<file path="src/verilog/sebfe_defs.vh">
// Constants for the two-wire serial EEPROM bus front end
// How it works
// - Data line is only ever pulled low; released otherwise for wired-OR sharing.
// - Data sampled on clock rise; outgoing data changes after clock fall.
// - Write-lock pin high blocks every array write; low allows normal operation.
// - 2K variant: 32 pages of 8 bytes, 8-bit word address.
// - 4K variant: 32 pages of 16 bytes, 9-bit word address.
// - 8K variant: 64 pages of 16 bytes, 10-bit word address.
// - 16K variant: 128 pages of 16 bytes, 11-bit word address.
// - Data changes only with clock low; changes with clock high are start/stop.
// - Data falling with clock high is a start; master starts every command.
// - Data rising with clock high is a stop; stop after read gives standby.
// - Standby at power-up and after stop once internal work has finished.
// - Eight-bit words; device pulls data low in ninth clock to acknowledge.
// - Device address word top four bits carry the fixed 1010 family prefix.
// - 2K variant compares three select bits with the three select pins.
// - 4K variant compares two upper select bits; third is a page bit.
// - 8K variant compares top select bit; next two are page bits.
// - 16K variant ignores select pins; all three bits are page bits.
// - Eighth address bit selects direction: high read, low write.
// - Match acknowledges with zero; mismatch gives no acknowledge and standby.
// - Address word is not acknowledged while an internal write cycle runs.
`ifndef SEBFE_DEFS_VH
`define SEBFE_DEFS_VH

// Device address prefix
`define SEBFE_FAMILY     4'hA
// Bits in one word
`define SEBFE_WORD_BITS  4'h8
// Variant codes
`define SEBFE_VAR_2K     2'h0
`define SEBFE_VAR_4K     2'h1
`define SEBFE_VAR_8K     2'h2
`define SEBFE_VAR_16K    2'h3
// Page offset masks
`define SEBFE_PMASK_8    11'h007
`define SEBFE_PMASK_16   11'h00F
// Full address mask of the largest variant
`define SEBFE_AMASK_MAX  11'h7FF
// Reset level of the synchronised pins
`define SEBFE_PIN_RST    6'h3F
// Transfer phases
`define SEBFE_PH_DEV     2'h0
`define SEBFE_PH_WORD    2'h1
`define SEBFE_PH_DATA    2'h2

`endif

</file>
<file path="src/verilog/sebfe_top.v">
// Two-wire serial EEPROM bus front end, target side
`timescale 1ns/100ps
`include "sebfe_defs.vh"

module sebfe_top #(
  parameter [1:0] VARIANT = `SEBFE_VAR_2K
) (
  input  wire        clk_sys_in,
  input  wire        nrst_in,
  input  wire        scl_in,
  input  wire        sda_in,
  output wire        sda_out,
  output wire        sda_oe_n_out,
  input  wire        chip_select_bit_low_in,
  input  wire        chip_select_bit_mid_in,
  input  wire        chip_select_bit_high_in,
  input  wire        write_lock_in,
  input  wire        busy_in,
  input  wire [7:0]  rd_data_in,
  output wire [10:0] rd_addr_out,
  output wire [10:0] wr_addr_out,
  output wire [7:0]  wr_data_out,
  output wire        wr_stb_out,
  output wire        commit_out,
  output wire        standby_out
);

  // Variant geometry
  localparam [10:0] PMASK = (VARIANT == `SEBFE_VAR_2K) ? `SEBFE_PMASK_8
                                                       : `SEBFE_PMASK_16;
  localparam [10:0] AMASK = `SEBFE_AMASK_MAX >> (2'h3 - VARIANT);
  localparam [2:0]  SEL   = 3'h7 << VARIANT;

  // One-hot states
  localparam [4:0] ST_IDLE = 5'h01;
  localparam [4:0] ST_RX   = 5'h02;
  localparam [4:0] ST_ACK  = 5'h04;
  localparam [4:0] ST_TX   = 5'h08;
  localparam [4:0] ST_MACK = 5'h10;

  // Pin synchronisers
  wire [5:0] pin_raw;
  reg  [5:0] s1_q;
  reg  [5:0] s2_q;
  reg  [5:0] s3_q;
  reg  [5:0] flt_q;

  assign pin_raw = {write_lock_in, chip_select_bit_high_in, chip_select_bit_mid_in,
                    chip_select_bit_low_in, sda_in, scl_in};

  genvar gi;
  generate
    for (gi = 0; gi < 6; gi = gi + 1) begin : g_sync
      always @(posedge clk_sys_in or negedge nrst_in) begin
        if (!nrst_in) begin
          s1_q[gi]  <= 1'b1;
          s2_q[gi]  <= 1'b1;
          s3_q[gi]  <= 1'b1;
          flt_q[gi] <= 1'b1;
        end else begin
          s1_q[gi] <= pin_raw[gi];
          s2_q[gi] <= s1_q[gi];
          s3_q[gi] <= s2_q[gi];
          if (s2_q[gi] == s3_q[gi]) begin
            flt_q[gi] <= s3_q[gi];
          end
        end
      end
    end
  endgenerate

  wire       scl_f  = flt_q[0];
  wire       sda_f  = flt_q[1];
  wire [2:0] cs_f   = flt_q[4:2];
  wire       lock_f = flt_q[5];

  reg scl_p_q;
  reg sda_p_q;

  // Bus events
  wire scl_rise = scl_f & ~scl_p_q;
  wire scl_fall = ~scl_f & scl_p_q;
  wire start_ev = scl_f & scl_p_q & sda_p_q & ~sda_f;
  wire stop_ev  = scl_f & scl_p_q & ~sda_p_q & sda_f;

  // Protocol state
  reg [4:0]  st_q;
  reg [3:0]  cnt_q;
  reg [7:0]  sh_q;
  reg [1:0]  ph_q;
  reg        rd_q;
  reg [2:0]  pg_q;
  reg [10:0] addr_q;
  reg        wrote_q;
  reg        oe_n_q;
  reg        sda_o_q;
  reg [10:0] wr_addr_q;
  reg [7:0]  wr_data_q;
  reg        wr_stb_q;
  reg        commit_q;
  reg        standby_q;

  wire [10:0] addr_inc = addr_q + 11'h001;
  wire [10:0] addr_pg  = (addr_q & ~PMASK) | (addr_inc & PMASK);
  wire [10:0] addr_rd  = addr_inc & AMASK;
  wire [10:0] addr_wd  = ({pg_q, 8'h00} | {3'h0, sh_q}) & AMASK;
  wire        dev_ok   = (sh_q[7:4] == `SEBFE_FAMILY) &&
                         (((sh_q[3:1] ^ cs_f) & SEL) == 3'h0) &&
                         !busy_in;

  always @(posedge clk_sys_in or negedge nrst_in) begin
    if (!nrst_in) begin
      scl_p_q   <= 1'b1;
      sda_p_q   <= 1'b1;
      st_q      <= ST_IDLE;
      cnt_q     <= 4'h0;
      sh_q      <= 8'h00;
      ph_q      <= `SEBFE_PH_DEV;
      rd_q      <= 1'b0;
      pg_q      <= 3'h0;
      addr_q    <= 11'h000;
      wrote_q   <= 1'b0;
      oe_n_q    <= 1'b1;
      sda_o_q   <= 1'b0;
      wr_addr_q <= 11'h000;
      wr_data_q <= 8'h00;
      wr_stb_q  <= 1'b0;
      commit_q  <= 1'b0;
      standby_q <= 1'b1;
    end else begin
      scl_p_q   <= scl_f;
      sda_p_q   <= sda_f;
      sda_o_q   <= 1'b0;
      wr_stb_q  <= 1'b0;
      commit_q  <= 1'b0;
      standby_q <= (st_q == ST_IDLE) && !busy_in;
      if (start_ev) begin
        st_q   <= ST_RX;
        cnt_q  <= 4'h0;
        ph_q   <= `SEBFE_PH_DEV;
        oe_n_q <= 1'b1;
      end else if (stop_ev) begin
        st_q     <= ST_IDLE;
        oe_n_q   <= 1'b1;
        commit_q <= wrote_q & ~lock_f;
        wrote_q  <= 1'b0;
      end else begin
        case (st_q)
          ST_IDLE: begin
            oe_n_q <= 1'b1;
          end
          ST_RX: begin
            if (scl_rise) begin
              sh_q  <= {sh_q[6:0], sda_f};
              cnt_q <= cnt_q + 4'h1;
            end else if (scl_fall && cnt_q == `SEBFE_WORD_BITS) begin
              cnt_q <= 4'h0;
              case (ph_q)
                `SEBFE_PH_DEV: begin
                  if (dev_ok) begin
                    oe_n_q <= 1'b0;
                    st_q   <= ST_ACK;
                    rd_q   <= sh_q[0];
                    pg_q   <= sh_q[3:1] & ~SEL;
                  end else begin
                    st_q <= ST_IDLE;
                  end
                end
                `SEBFE_PH_WORD: begin
                  addr_q <= addr_wd;
                  ph_q   <= `SEBFE_PH_DATA;
                  oe_n_q <= 1'b0;
                  st_q   <= ST_ACK;
                end
                default: begin
                  wr_addr_q <= addr_q;
                  wr_data_q <= sh_q;
                  wr_stb_q  <= ~lock_f;
                  wrote_q   <= 1'b1;
                  addr_q    <= addr_pg;
                  oe_n_q    <= 1'b0;
                  st_q      <= ST_ACK;
                end
              endcase
            end
          end
          ST_ACK: begin
            if (scl_fall) begin
              if (ph_q == `SEBFE_PH_DEV && rd_q) begin
                sh_q   <= rd_data_in;
                oe_n_q <= rd_data_in[7];
                cnt_q  <= 4'h1;
                addr_q <= addr_rd;
                st_q   <= ST_TX;
              end else begin
                oe_n_q <= 1'b1;
                cnt_q  <= 4'h0;
                st_q   <= ST_RX;
                if (ph_q == `SEBFE_PH_DEV) begin
                  ph_q <= `SEBFE_PH_WORD;
                end
              end
            end
          end
          ST_TX: begin
            if (scl_fall) begin
              if (cnt_q == `SEBFE_WORD_BITS) begin
                oe_n_q <= 1'b1;
                st_q   <= ST_MACK;
              end else begin
                sh_q   <= {sh_q[6:0], 1'b0};
                oe_n_q <= sh_q[6];
                cnt_q  <= cnt_q + 4'h1;
              end
            end
          end
          ST_MACK: begin
            if (scl_rise) begin
              st_q <= sda_f ? ST_IDLE : ST_ACK;
            end
          end
          default: begin
            st_q   <= ST_IDLE;
            oe_n_q <= 1'b1;
          end
        endcase
      end
    end
  end

  assign sda_out      = sda_o_q;
  assign sda_oe_n_out = oe_n_q;
  assign rd_addr_out  = addr_q;
  assign wr_addr_out  = wr_addr_q;
  assign wr_data_out  = wr_data_q;
  assign wr_stb_out   = wr_stb_q;
  assign commit_out   = commit_q;
  assign standby_out  = standby_q;

endmodule // sebfe_top

</file>
<file path="config.mk">
export PLATFORM = sky130hd
export DESIGN_NAME = sebfe_top
export DESIGN_NICKNAME = d
export VERILOG_FILES = /design/src/verilog/sebfe_top.v
export VERILOG_INCLUDE_DIRS = /design/src /design/src/verilog
export SDC_FILE = /design/constraint.sdc
export NUM_CORES = 1
export LEC_CHECK = 0
export BUFFER_PORTS_ARGS = -buffer_cell sky130_fd_sc_hd__buf_2
export CORE_MARGIN = 3
export CORE_UTILIZATION = 35
export CTS_CLUSTER_DIAMETER = 200
export DETAILED_ROUTE_END_ITERATION = 7
export HOLD_SLACK_MARGIN = 0.03
export PLACE_DENSITY_LB_ADDON = 0.25
export SYNTH_ARGS = -nofsm -noshare
export SYNTH_HDL_FRONTEND = slang
export SYNTH_SLANG_ARGS = --single-unit
</file>
<file path="constraint.sdc">
create_clock -name clk_sys_in -period 4.2 [get_ports clk_sys_in]
set_input_delay 0 -clock clk_sys_in [delete_from_list [all_inputs] [get_ports clk_sys_in]]
set_output_delay 0 -clock clk_sys_in [all_outputs]
set_load 0.005 [all_outputs]
</file>
==> results of run 1 <==
-- routing by layer --
layer  vias up  share of wire (%)  track usage [%]
li1       1203                  -                -
met1      1233                 50             21.5
met5         -                  0                0
met4         0                1.2             4.90
met3        10                5.5             4.10
met2        84                 43             19.7
-- power groups by stage --
stage | Combinational [mW] | Clock, mW | Sequential [mW]
after CTS | 0.196 | 0.591 | 0.823
after global routing | 0.219 | 0.619 | 0.831
after global placement | 0.183 | 0 | 0.835
after floorplan | 0.133 | 0 | 0.820
after detailed placement | 0.184 | 0 | 0.836
final | 0.195 | 0.564 | 0.823
-- sequential cells by signal, indices dropped and copies added, names as in the netlist --
signal / count
cnt_q: 4
scl_p_q: 1
st_q: 5
wr_addr_out: 8
sh_q: 8
commit_out: 1
wrote_q: 1
sda_f: 1
s3_q: 6
rd_q: 1
s1_q: 6
cs_f: 3
sda_p_q: 1
scl_f: 1
wr_data_out: 8
s2_q: 6
lock_f: 1
wr_stb_out: 1
ph_q: 2
sda_oe_n_out: 1
rd_addr_out: 8
standby_out: 1
-- per-stage QoR --
stage	area, µm²	cells	utilization, %	hold WS [ns]	worst slack (ns)
finish	4140	502	43.9	0.0555	1.43
global route	4140	502	43.9	0.0722	1.16
CTS	4140	502	43.9	0.0385	1.50
detailed placement	3780	471	40.2	0.107	1.50
global placement	3780	471	40.2	0.106	1.62
floorplan	3490	313	-	-0.296	2.04
-- critical path, cell delays in order, from the launching register on --
cell and delay (ns):
dfrtp_1 0.49, nor3_1 0.55, nand2_1 0.48, a221oi_1 0.75, o221ai_1 0.23, a31oi_1 0.19
-- synth_stat cells (4+ instances only) --
cell type	instances	share of area [%]
dfrtp_1	46	33
mux2_2	26	8.4
a21oi_1	11	1.6
dfstp_2	29	22
nor3_1	6	0.87
nand2_1	45	4.9
nand2b_1	6	1.1
o21ai_0	7	1.0
mux2i_1	5	1.4
inv_1	4	0.43
maj3_1	6	1.7
nor2b_1	4	0.72
nor2_1	19	2.1
nand3_1	12	1.7
buf_4	7	1.5
clkbuf_1	4	0.43
-- worst max-delay path by stage --
stage                     endpoint
global placement    rd_addr_out[7]
global route        rd_addr_out[5]
floorplan                  sh_q[0]
detailed placement  rd_addr_out[5]
finish              rd_addr_out[7]
CTS                 rd_addr_out[7]
-- cell families after synthesis --
group                      Yosys count
DFF                                 75
muxes                               31
xor gates and xnor gates             5
buffers and inverters               19
and+or+nand+nor                    120
adders and majority gates            9
other                                1
AOI/OAI and AO/OA                   47
-- what timing repair did --
item | CTS | global route
setup endpoints to repair | 0 | 0
endpoints found under the hold margin | 61 | 0
hold buffers | 15 | 0
-- area by class of cell --
type	count	area, µm²	area share, %
sequential	75	1910	46.2
multi-input combinational	219	1470	35.6
timing repair buffer	59	373	9.01
tap	129	161	3.90
clock buffer	11	141	3.42
clock inverter	5	61.3	1.48
inverter	4	15.0	0.363
==> impl_metrics.tcl, run 1 <==
set metrics [dict create \
    final_common_cell "dfrtp_1" \
    dr_total_vias 2530 \
    synth-adder-area-share_pct 2.81 \
    fillers 890 \
    clkSlewWorstSetupHoldPaths_ns 0.08 \
    avgViaCountPerCell 5.04 \
    cts_tree "done" \
    grt_max_degree 76 \
    floorplan.initialDensity_pct 36.9 \
    die_y_um 106 \
    p_seq_share_pct 52.0 \
    crit_type "register to register" \
    antenna_found_initial 0 \
    finalWirelength_mm 7.77 \
    timing.rr.start "st_q[3]" \
    post_cts_buffers 0 \
    final.setup_skew_ns 0.0113 \
    p_switching_mw 0.427 \
    power_mw 1.58 \
    postCtsResizedCells 0 \
    tns_ns 0 \
    rr_worst_depth 5 \
    dr.pass1.iters 4 \
    grt.overflow.total 0 \
    max_clock_freq_mhz 361 \
    synth_async_sr_flop_share_pct 100 \
    synth.mux.area_fraction_pct 9.88 \
    r2r_slack_ns 1.43 \
    start_kind "register" \
    hold_violations 0 \
    max_slew_margin_pct 38.9 \
    syn_inst 307 \
    gp_congestion 0.847 \
    min_from "rd_data_in[0]" \
    yosys.area_share.simple_pct 18.1 \
    synth_area_mm2 0.00347 \
    crit_path_max_fanout 14 \
    syn2layout_area_growth_pct 19.2 \
    hold_path_depth 4 \
    dieWidth_um 106 \
    num_io_pins 52 \
    dp_hpwl_mm 5.37 \
    final_cell_mix "dfrtp_1, nand2_1, buf_2" \
    ant_nets 0 \
    grt_pass1_vias 2472 \
    drc 0 \
    synth_ff_type "dfrtp_1" \
    rows 35 \
    synth_area_per_cell_um2 11.3 \
    swShare_pct 27.0 \
    drv_slew 0 \
    status "completed" \
    power_frac_clock_pct 35.7 \
    p_leak_nw 1.91 \
    ir_worst_vdd_uv 167 \
    yosysSeqAreaShare_pct 55.1 \
    root_buffer "clkbuf_8" \
    r2r_end "rd_addr_out[7]" \
    grt_usage_pct 14.4 \
    wl_per_cell_um 15.5 \
    power.density_mw_per_mm2 383 \
    rsz0062_at_grt "false" \
    grt_first_pass_wirelength_mm 12.7 \
    cts.sinks 75 \
    clock_path_buffers 2 \
    synth_top_family_by_area "simple AND/OR/NAND/NOR gates" \
    drive_gt1_share_pct 33.5 \
    internal-power_mw 1.16 \
    ys_ff_latch 75 \
    final_nets 388 \
    synth_edf_count 0 \
    dr.first_iter.drc_count 259 \
    period_share_pct 66.0 \
    min_period_ns 2.77 \
    diodes 0 \
    coreArea_mm2 0.00942 \
    worst_pin_slew_ns 0.917 \
    end_kind "register" \
    cts_max_level 3 \
    clk_latency_ns 0.35 \
    critical_path_arrival_ns 3.03 \
    hp-class "input pin to register" \
    netlist-cell-type-count 58 \
    p_comb_share_pct 12.3 \
    hold_end "sh_q[0]" \
    critical_path.startpoint "st_q[3]" \
    synth_compound_area_share_pct 9.56 \
    ys.warnings.count 0 \
    io_buffer_count 44 \
    setup_viol 0 \
    synth_xor_area_share_pct 1.26 \
    cap_violations 0 \
    critPathRequiredTime_ns 4.46 \
    cts_buffers 9 \
    dieArea_mm2 0.0111 \
]
Power figures use the tool's default switching activity.
==> run 2, diff against run 1 <==
- ABC_AREA: not set -> 1
- clock period: 4.2 -> 2.4 ns (I/O delays scaled with it)
==> run 2 against run 1 <==
Compared with the run above: utilization shrank 0.20 points; clock skew shrank 0.0021 ns; non-clock buffer count stayed put; flip-flop and latch count unchanged; combinational power increased to 2.7 times the previous value; cell count increased by 27%; synthesized cell count increased by 43%; critical endpoint unchanged.
==> impl_metrics.tcl, run 2 <==
set metrics [dict create \
    yosys-top-cells-area "dfrtp_1, dfstp_2, nand2_1" \
    slowest_delay_ns 0.41 \
    floorplan.initialDensity_pct 36.8 \
    netlist-cell-type-count 36 \
    grt_usage_pct 14.9 \
    critPathCapture "rd_addr_out[7]" \
    min_period_ns 1.97 \
    gp_congestion 0.919 \
    diodes 0 \
    yosysSeqAreaShare_pct 51.9 \
    r2r_end "rd_addr_out[7]" \
    hp-class "input pin to register" \
    grt_first_pass_wirelength_mm 13.6 \
    clk_latency_ns 0.35 \
    syn_inst 438 \
    cts_buffers 9 \
    start_kind "register" \
    final_cell_mix "nand2_1, dfrtp_1, inv_1" \
    io_buffer_count 44 \
    fillers 1010 \
    slowest_stage "dfrtp_1" \
    max_clock_freq_mhz 508 \
    cp.depth 11 \
    dr_total_vias 2987 \
    timing.rr.start "cnt_q[0]" \
    period_share_pct 82.1 \
    detailedPlace.worstSlack_ns 0.439 \
    yosys.cell_count.top_type "nand2_1" \
    final_nets 521 \
    postLayoutCellArea_mm2 0.00437 \
    dp_hpwl_mm 5.78 \
    synth_async_sr_flop_share_pct 100 \
    final_common_cell "nand2_1" \
    dr.pass1.iters 4 \
    wl_per_cell_um 12.7 \
    synthTopCellsByCount "nand2_1, dfrtp_1, inv_1" \
    cts_max_level 3 \
    grt_max_degree 76 \
    path_delay_family "simple AND/OR/NAND/NOR gates" \
    synth_area_per_cell_um2 8.41 \
    synth_edf_count 0 \
    r2r_slack_ns 0.43 \
    end_kind "register" \
    p_leak_nw 2.22 \
    fin_util_pct 43.7 \
    ys.warnings.count 0 \
    coreArea_mm2 0.0100 \
    clock_path_buffers 2 \
    synth_area_mm2 0.00368 \
    critical_path.startpoint "cnt_q[0]" \
    yosysTopAreaCell "dfrtp_1" \
    cts.sinks 75 \
    power_mw 3.07 \
    root_buffer "clkbuf_8" \
    die_y_um 109 \
    synth_ff_type "dfrtp_1" \
    ir_worst_vdd_uv 395 \
    ant_nets 0 \
    rsz0062_at_grt "false" \
    placed_cells 609 \
    dieArea_mm2 0.0118 \
    crit_type "register to register" \
    min_from "rd_data_in[7]" \
    hold_violations 0 \
    cpMostUsedCell "nand2_1" \
    cap_violations 0 \
    whs_ns 0.0727 \
    finalWirelength_mm 8.09 \
    synth_top_area_share_pct 31.2 \
    fin_cells 639 \
    rows 36 \
    dr.first_iter.drc_count 211 \
    critPathRequiredTime_ns 2.69 \
    tns_ns 0 \
    rr_worst_depth 11 \
    drive_gt1_share_pct 24.5 \
    cp_num_buf_inv 2 \
    avgViaCountPerCell 4.67 \
    max_slew_margin_pct 37.9 \
    antenna_found_initial 0 \
    grt_pass1_vias 2889 \
    drc 0 \
    drv_slew 0 \
    critical_path_arrival_ns 2.26 \
    crit_path_cell_trace "inv_1 > ha_1 > nand2_1 > nor2_2 > nand2_1 > nand2_2 > inv_2 > nor2_2 > and2_1 > nand3_1 > nand2_1" \
    final.setup_skew_ns 0.00915 \
    postCtsResizedCells 0 \
    grt.overflow.total 0 \
    clkSlewWorstSetupHoldPaths_ns 0.08 \
    worst_pin_slew_ns 0.931 \
    setup_viol 0 \
    power.density_mw_per_mm2 702 \
    ys_ff_latch 75 \
    crit_path_max_fanout 8 \
    setup_ws_ns 0.430 \
    num_io_pins 52 \
    post_cts_buffers 0 \
    status "completed" \
    dieWidth_um 109 \
    syn2layout_area_growth_pct 18.7 \
    cts_tree "done" \
    dpl_cell_area_mm2 0.00402 \
]
==> run 2: routing by layer <==
layer	GRT usage [%]	part of all wire [%]	vias to the layer above
met3	3.64	5.0	14
li1	-	-	1519
met4	6.22	2.4	0
met1	20.8	50	1377
met5	0	0	-
met2	22.0	43	77
==> run 2: tightest hold or removal path, cell delays in order <==
cell	delay, ns
buf_2	0.10
nand2_1	0.08
nand4_1	0.10
nand2_1	0.06
nand2_1	0.05
==> run 2: logic make-up (layout without fill, tap and decap cells) <==
logic type	Yosys count	in the layout	share of synthesized area [%]
xor gates and xnor gates	5	5	1.19
AOI/OAI and AO/OA	53	53	7.64
DFF	75	75	51.9
and+or+nand+nor	231	231	28.9
adders and majority gates	9	9	2.65
buffers and inverters	64	126	7.61
other	1	7	0.102
==> run 2: cell type report <==
type | count | area, µm² | share of cell area (%)
clock buffer | 10 | 149 | 3.40
clock inverter | 6 | 68.8 | 1.57
inverter | 51 | 191 | 4.38
multi-input combinational | 305 | 1510 | 34.6
sequential | 75 | 1910 | 43.7
tap | 133 | 166 | 3.81
timing repair buffer | 59 | 370 | 8.47
==> run 2: worst min-delay path by stage <==
| stage | endpoint | slack [ns] | depth (start not counted) |
|---|---|---|---|
| global placement | s1_q[4] | 0.10 | 1 |
| CTS | sda_oe_n_out | 0.05 | 5 |
| finish | sda_oe_n_out | 0.07 | 5 |
| detailed placement | s1_q[2] | 0.11 | 1 |
| global route | sh_q[7] | 0.10 | 5 |
| floorplan | cnt_q[0] | -0.30 | 0 |
==> run 2: report_power, final <==
group | internal [mW] | switching [mW]
Sequential | 1.41 | 0.102
Combinational | 0.184 | 0.336
Clock | 0.550 | 0.490
Total | 2.14 | 0.928
==> run 2: what timing repair did <==
item	CTS	global route
endpoints found under the setup margin	0	0
hold endpoints to repair	59	0
hold buffers	14	0
==> run 3, diff against run 2 <==
- clock period: 2.4 -> 1.98 ns (I/O delays scaled with it)
==> run 3 against run 2 <==
Compared with the run above: combinational power increased by 26%; via count increased by 2.1%; power increased by 22%; clock power increased by 20%; count of clock-buffer cells in the layout increased by 1; die area unchanged; sequential power increased by 21%; first-iteration DRC count decreased by 18%; non-clock buffer count increased by 9; cell count increased by 1.4%; utilization increased by 1.0 points; largest power group unchanged.
==> impl_metrics.tcl, run 3 (synthesis results as in run 2) <==
set metrics [dict create \
    status "completed" \
    hold_violations 0 \
    period_share_pct 90.0 \
    crit_type "register to register" \
    setup_viol 0 \
    tns_ns 0 \
    detailedPlace.worstSlack_ns 0.0940 \
    hp-class "input pin to register" \
    dieWidth_um 109 \
    floorplan.initialDensity_pct 36.8 \
    io_buffer_count 44 \
    root_buffer "clkbuf_8" \
    end_kind "register" \
    cp_num_buf_inv 3 \
    crit_path_cell_trace "inv_1 > nand2_1 > inv_2 > nand2_1 > nand2_2 > nor3_1 > nor2_2 > buf_4 > nand3_1 > nand2_1" \
    grt.overflow.total 0 \
    fillers 1018 \
    coreArea_mm2 0.0100 \
    critPathRequiredTime_ns 2.23 \
    crit_path_max_fanout 5 \
    avgViaCountPerCell 4.71 \
    clk_latency_ns 0.35 \
    dpl_cell_area_mm2 0.00409 \
    final_cell_mix "nand2_1, dfrtp_1, inv_1, buf_2, nand3_1" \
    final_common_cell "nand2_1" \
    clkSlewWorstSetupHoldPaths_ns 0.08 \
    slowest_delay_ns 0.56 \
    grt_first_pass_wirelength_mm 14.1 \
    met1_usage_pct 21.2 \
    rr_worst_depth 10 \
    p_leak_nw 2.26 \
    max_clock_freq_mhz 561 \
    hold_path_depth 5 \
    critical_path_arrival_ns 2.03 \
    use_met3_pct 4.96 \
    grt_usage_pct 15.4 \
    cp.depth 10 \
    finalWirelength_mm 8.35 \
    clock_path_buffers 2 \
    fin_cells 648 \
    dr.pass1.iters 4 \
    diodes 0 \
    r2r_end "cnt_q[2]" \
    dr.first_iter.drc_count 173 \
    syn2layout_area_growth_pct 21.5 \
    drive_gt1_share_pct 26.4 \
    path_delay_family "simple AND/OR/NAND/NOR gates" \
    final_nets 530 \
    rsz0062_at_grt "false" \
    postLayoutCellArea_mm2 0.00448 \
    cts_buffers 9 \
    ir_worst_vdd_uv 499 \
    antenna_found_initial 0 \
    gp_congestion 0.952 \
    grt_pass1_vias 2904 \
    rows 36 \
    num_io_pins 52 \
    timing.rr.start "scl_f" \
    cpMostUsedCell "nand2_1" \
    placed_cells 617 \
    r2r_slack_ns 0.20 \
    min_from "rd_data_in[7]" \
    hold_end "sda_oe_n_out" \
    cts.sinks 75 \
    cts_tree "done" \
    drv_slew 0 \
    ant_nets 0 \
    slowest_stage "dfstp_2" \
    power.density_mw_per_mm2 835 \
    max_slew_margin_pct 46.4 \
    fin_util_pct 44.8 \
    top_usage_layer "met2" \
    final.setup_skew_ns 0.00559 \
    dieArea_mm2 0.0118 \
    wl_per_cell_um 12.9 \
    dp_hpwl_mm 5.96 \
    drc 0 \
    cap_violations 0 \
    die_y_um 109 \
    setup_ws_ns 0.199 \
    grt_max_degree 63 \
    min_period_ns 1.78 \
    grtUsageMet2_pct 23.3 \
    cts_max_level 3 \
    dr_total_vias 3050 \
    start_kind "register" \
    worst_pin_slew_ns 0.804 \
]
[run 3: cell type report]
type                    count  area [µm²]  share of cell area (%)
flip-flops and latches     75        1910                    42.7
clock buffers              11         153                    3.41
clock inverters             5        58.8                    1.31
inverters                  51         191                    4.28
multi-input cells         305        1540                    34.5
well taps                 133         166                    3.72
repair buffers             68         450                    10.1
[run 3: per-stage QoR]
stage          hold WS [ns]  total power [mW]
2_1_floorplan        -0.296              2.27
3_3_place_gp          0.105              2.47
3_5_place_dp          0.106              2.49
4_1_cts              0.0567              3.79
5_1_grt              0.0819              3.99
6_report             0.0715              3.74
[run 3: per-layer routing]
metal,routed length [µm],share of wire (%)
met5,0,0
met4,124,1.5
met3,486,5.8
met2,3730,45
met1,4010,48
[run 3: report_power, final]
group          leakage [nW]  internal [mW]  switching, mW
clock                 0.101          0.661          0.586
combinational          1.26          0.239          0.419
sequential            0.906           1.71          0.126
total                  2.26           2.61           1.13
[run 3: worst max-delay path by stage]
stage / from / endpoint
floorplan: cnt_q[0] / rd_addr_out[2]
CTS: cnt_q[0] / rd_addr_out[5]
detailed placement: cnt_q[0] / rd_addr_out[0]
finish: scl_f / cnt_q[2]
global placement: cnt_q[0] / rd_addr_out[1]
global route: scl_f / cnt_q[3]
[run 3: what timing repair did]
item | 4_1_cts | 5_1_grt
resized for setup | 0 | 9
endpoints found under the setup margin | 0 | 18
hold buffers | 14 | 0
hold endpoints to repair | 59 | 0
setup buffers | 0 | 1
[run 3: worst register-to-register path, delay by kind of cell, from the launching register on]
family                 cells  cell delay, ns
buffers and inverters      3            0.28
DFF                        1            0.56
and+or+nand+nor            7            0.83
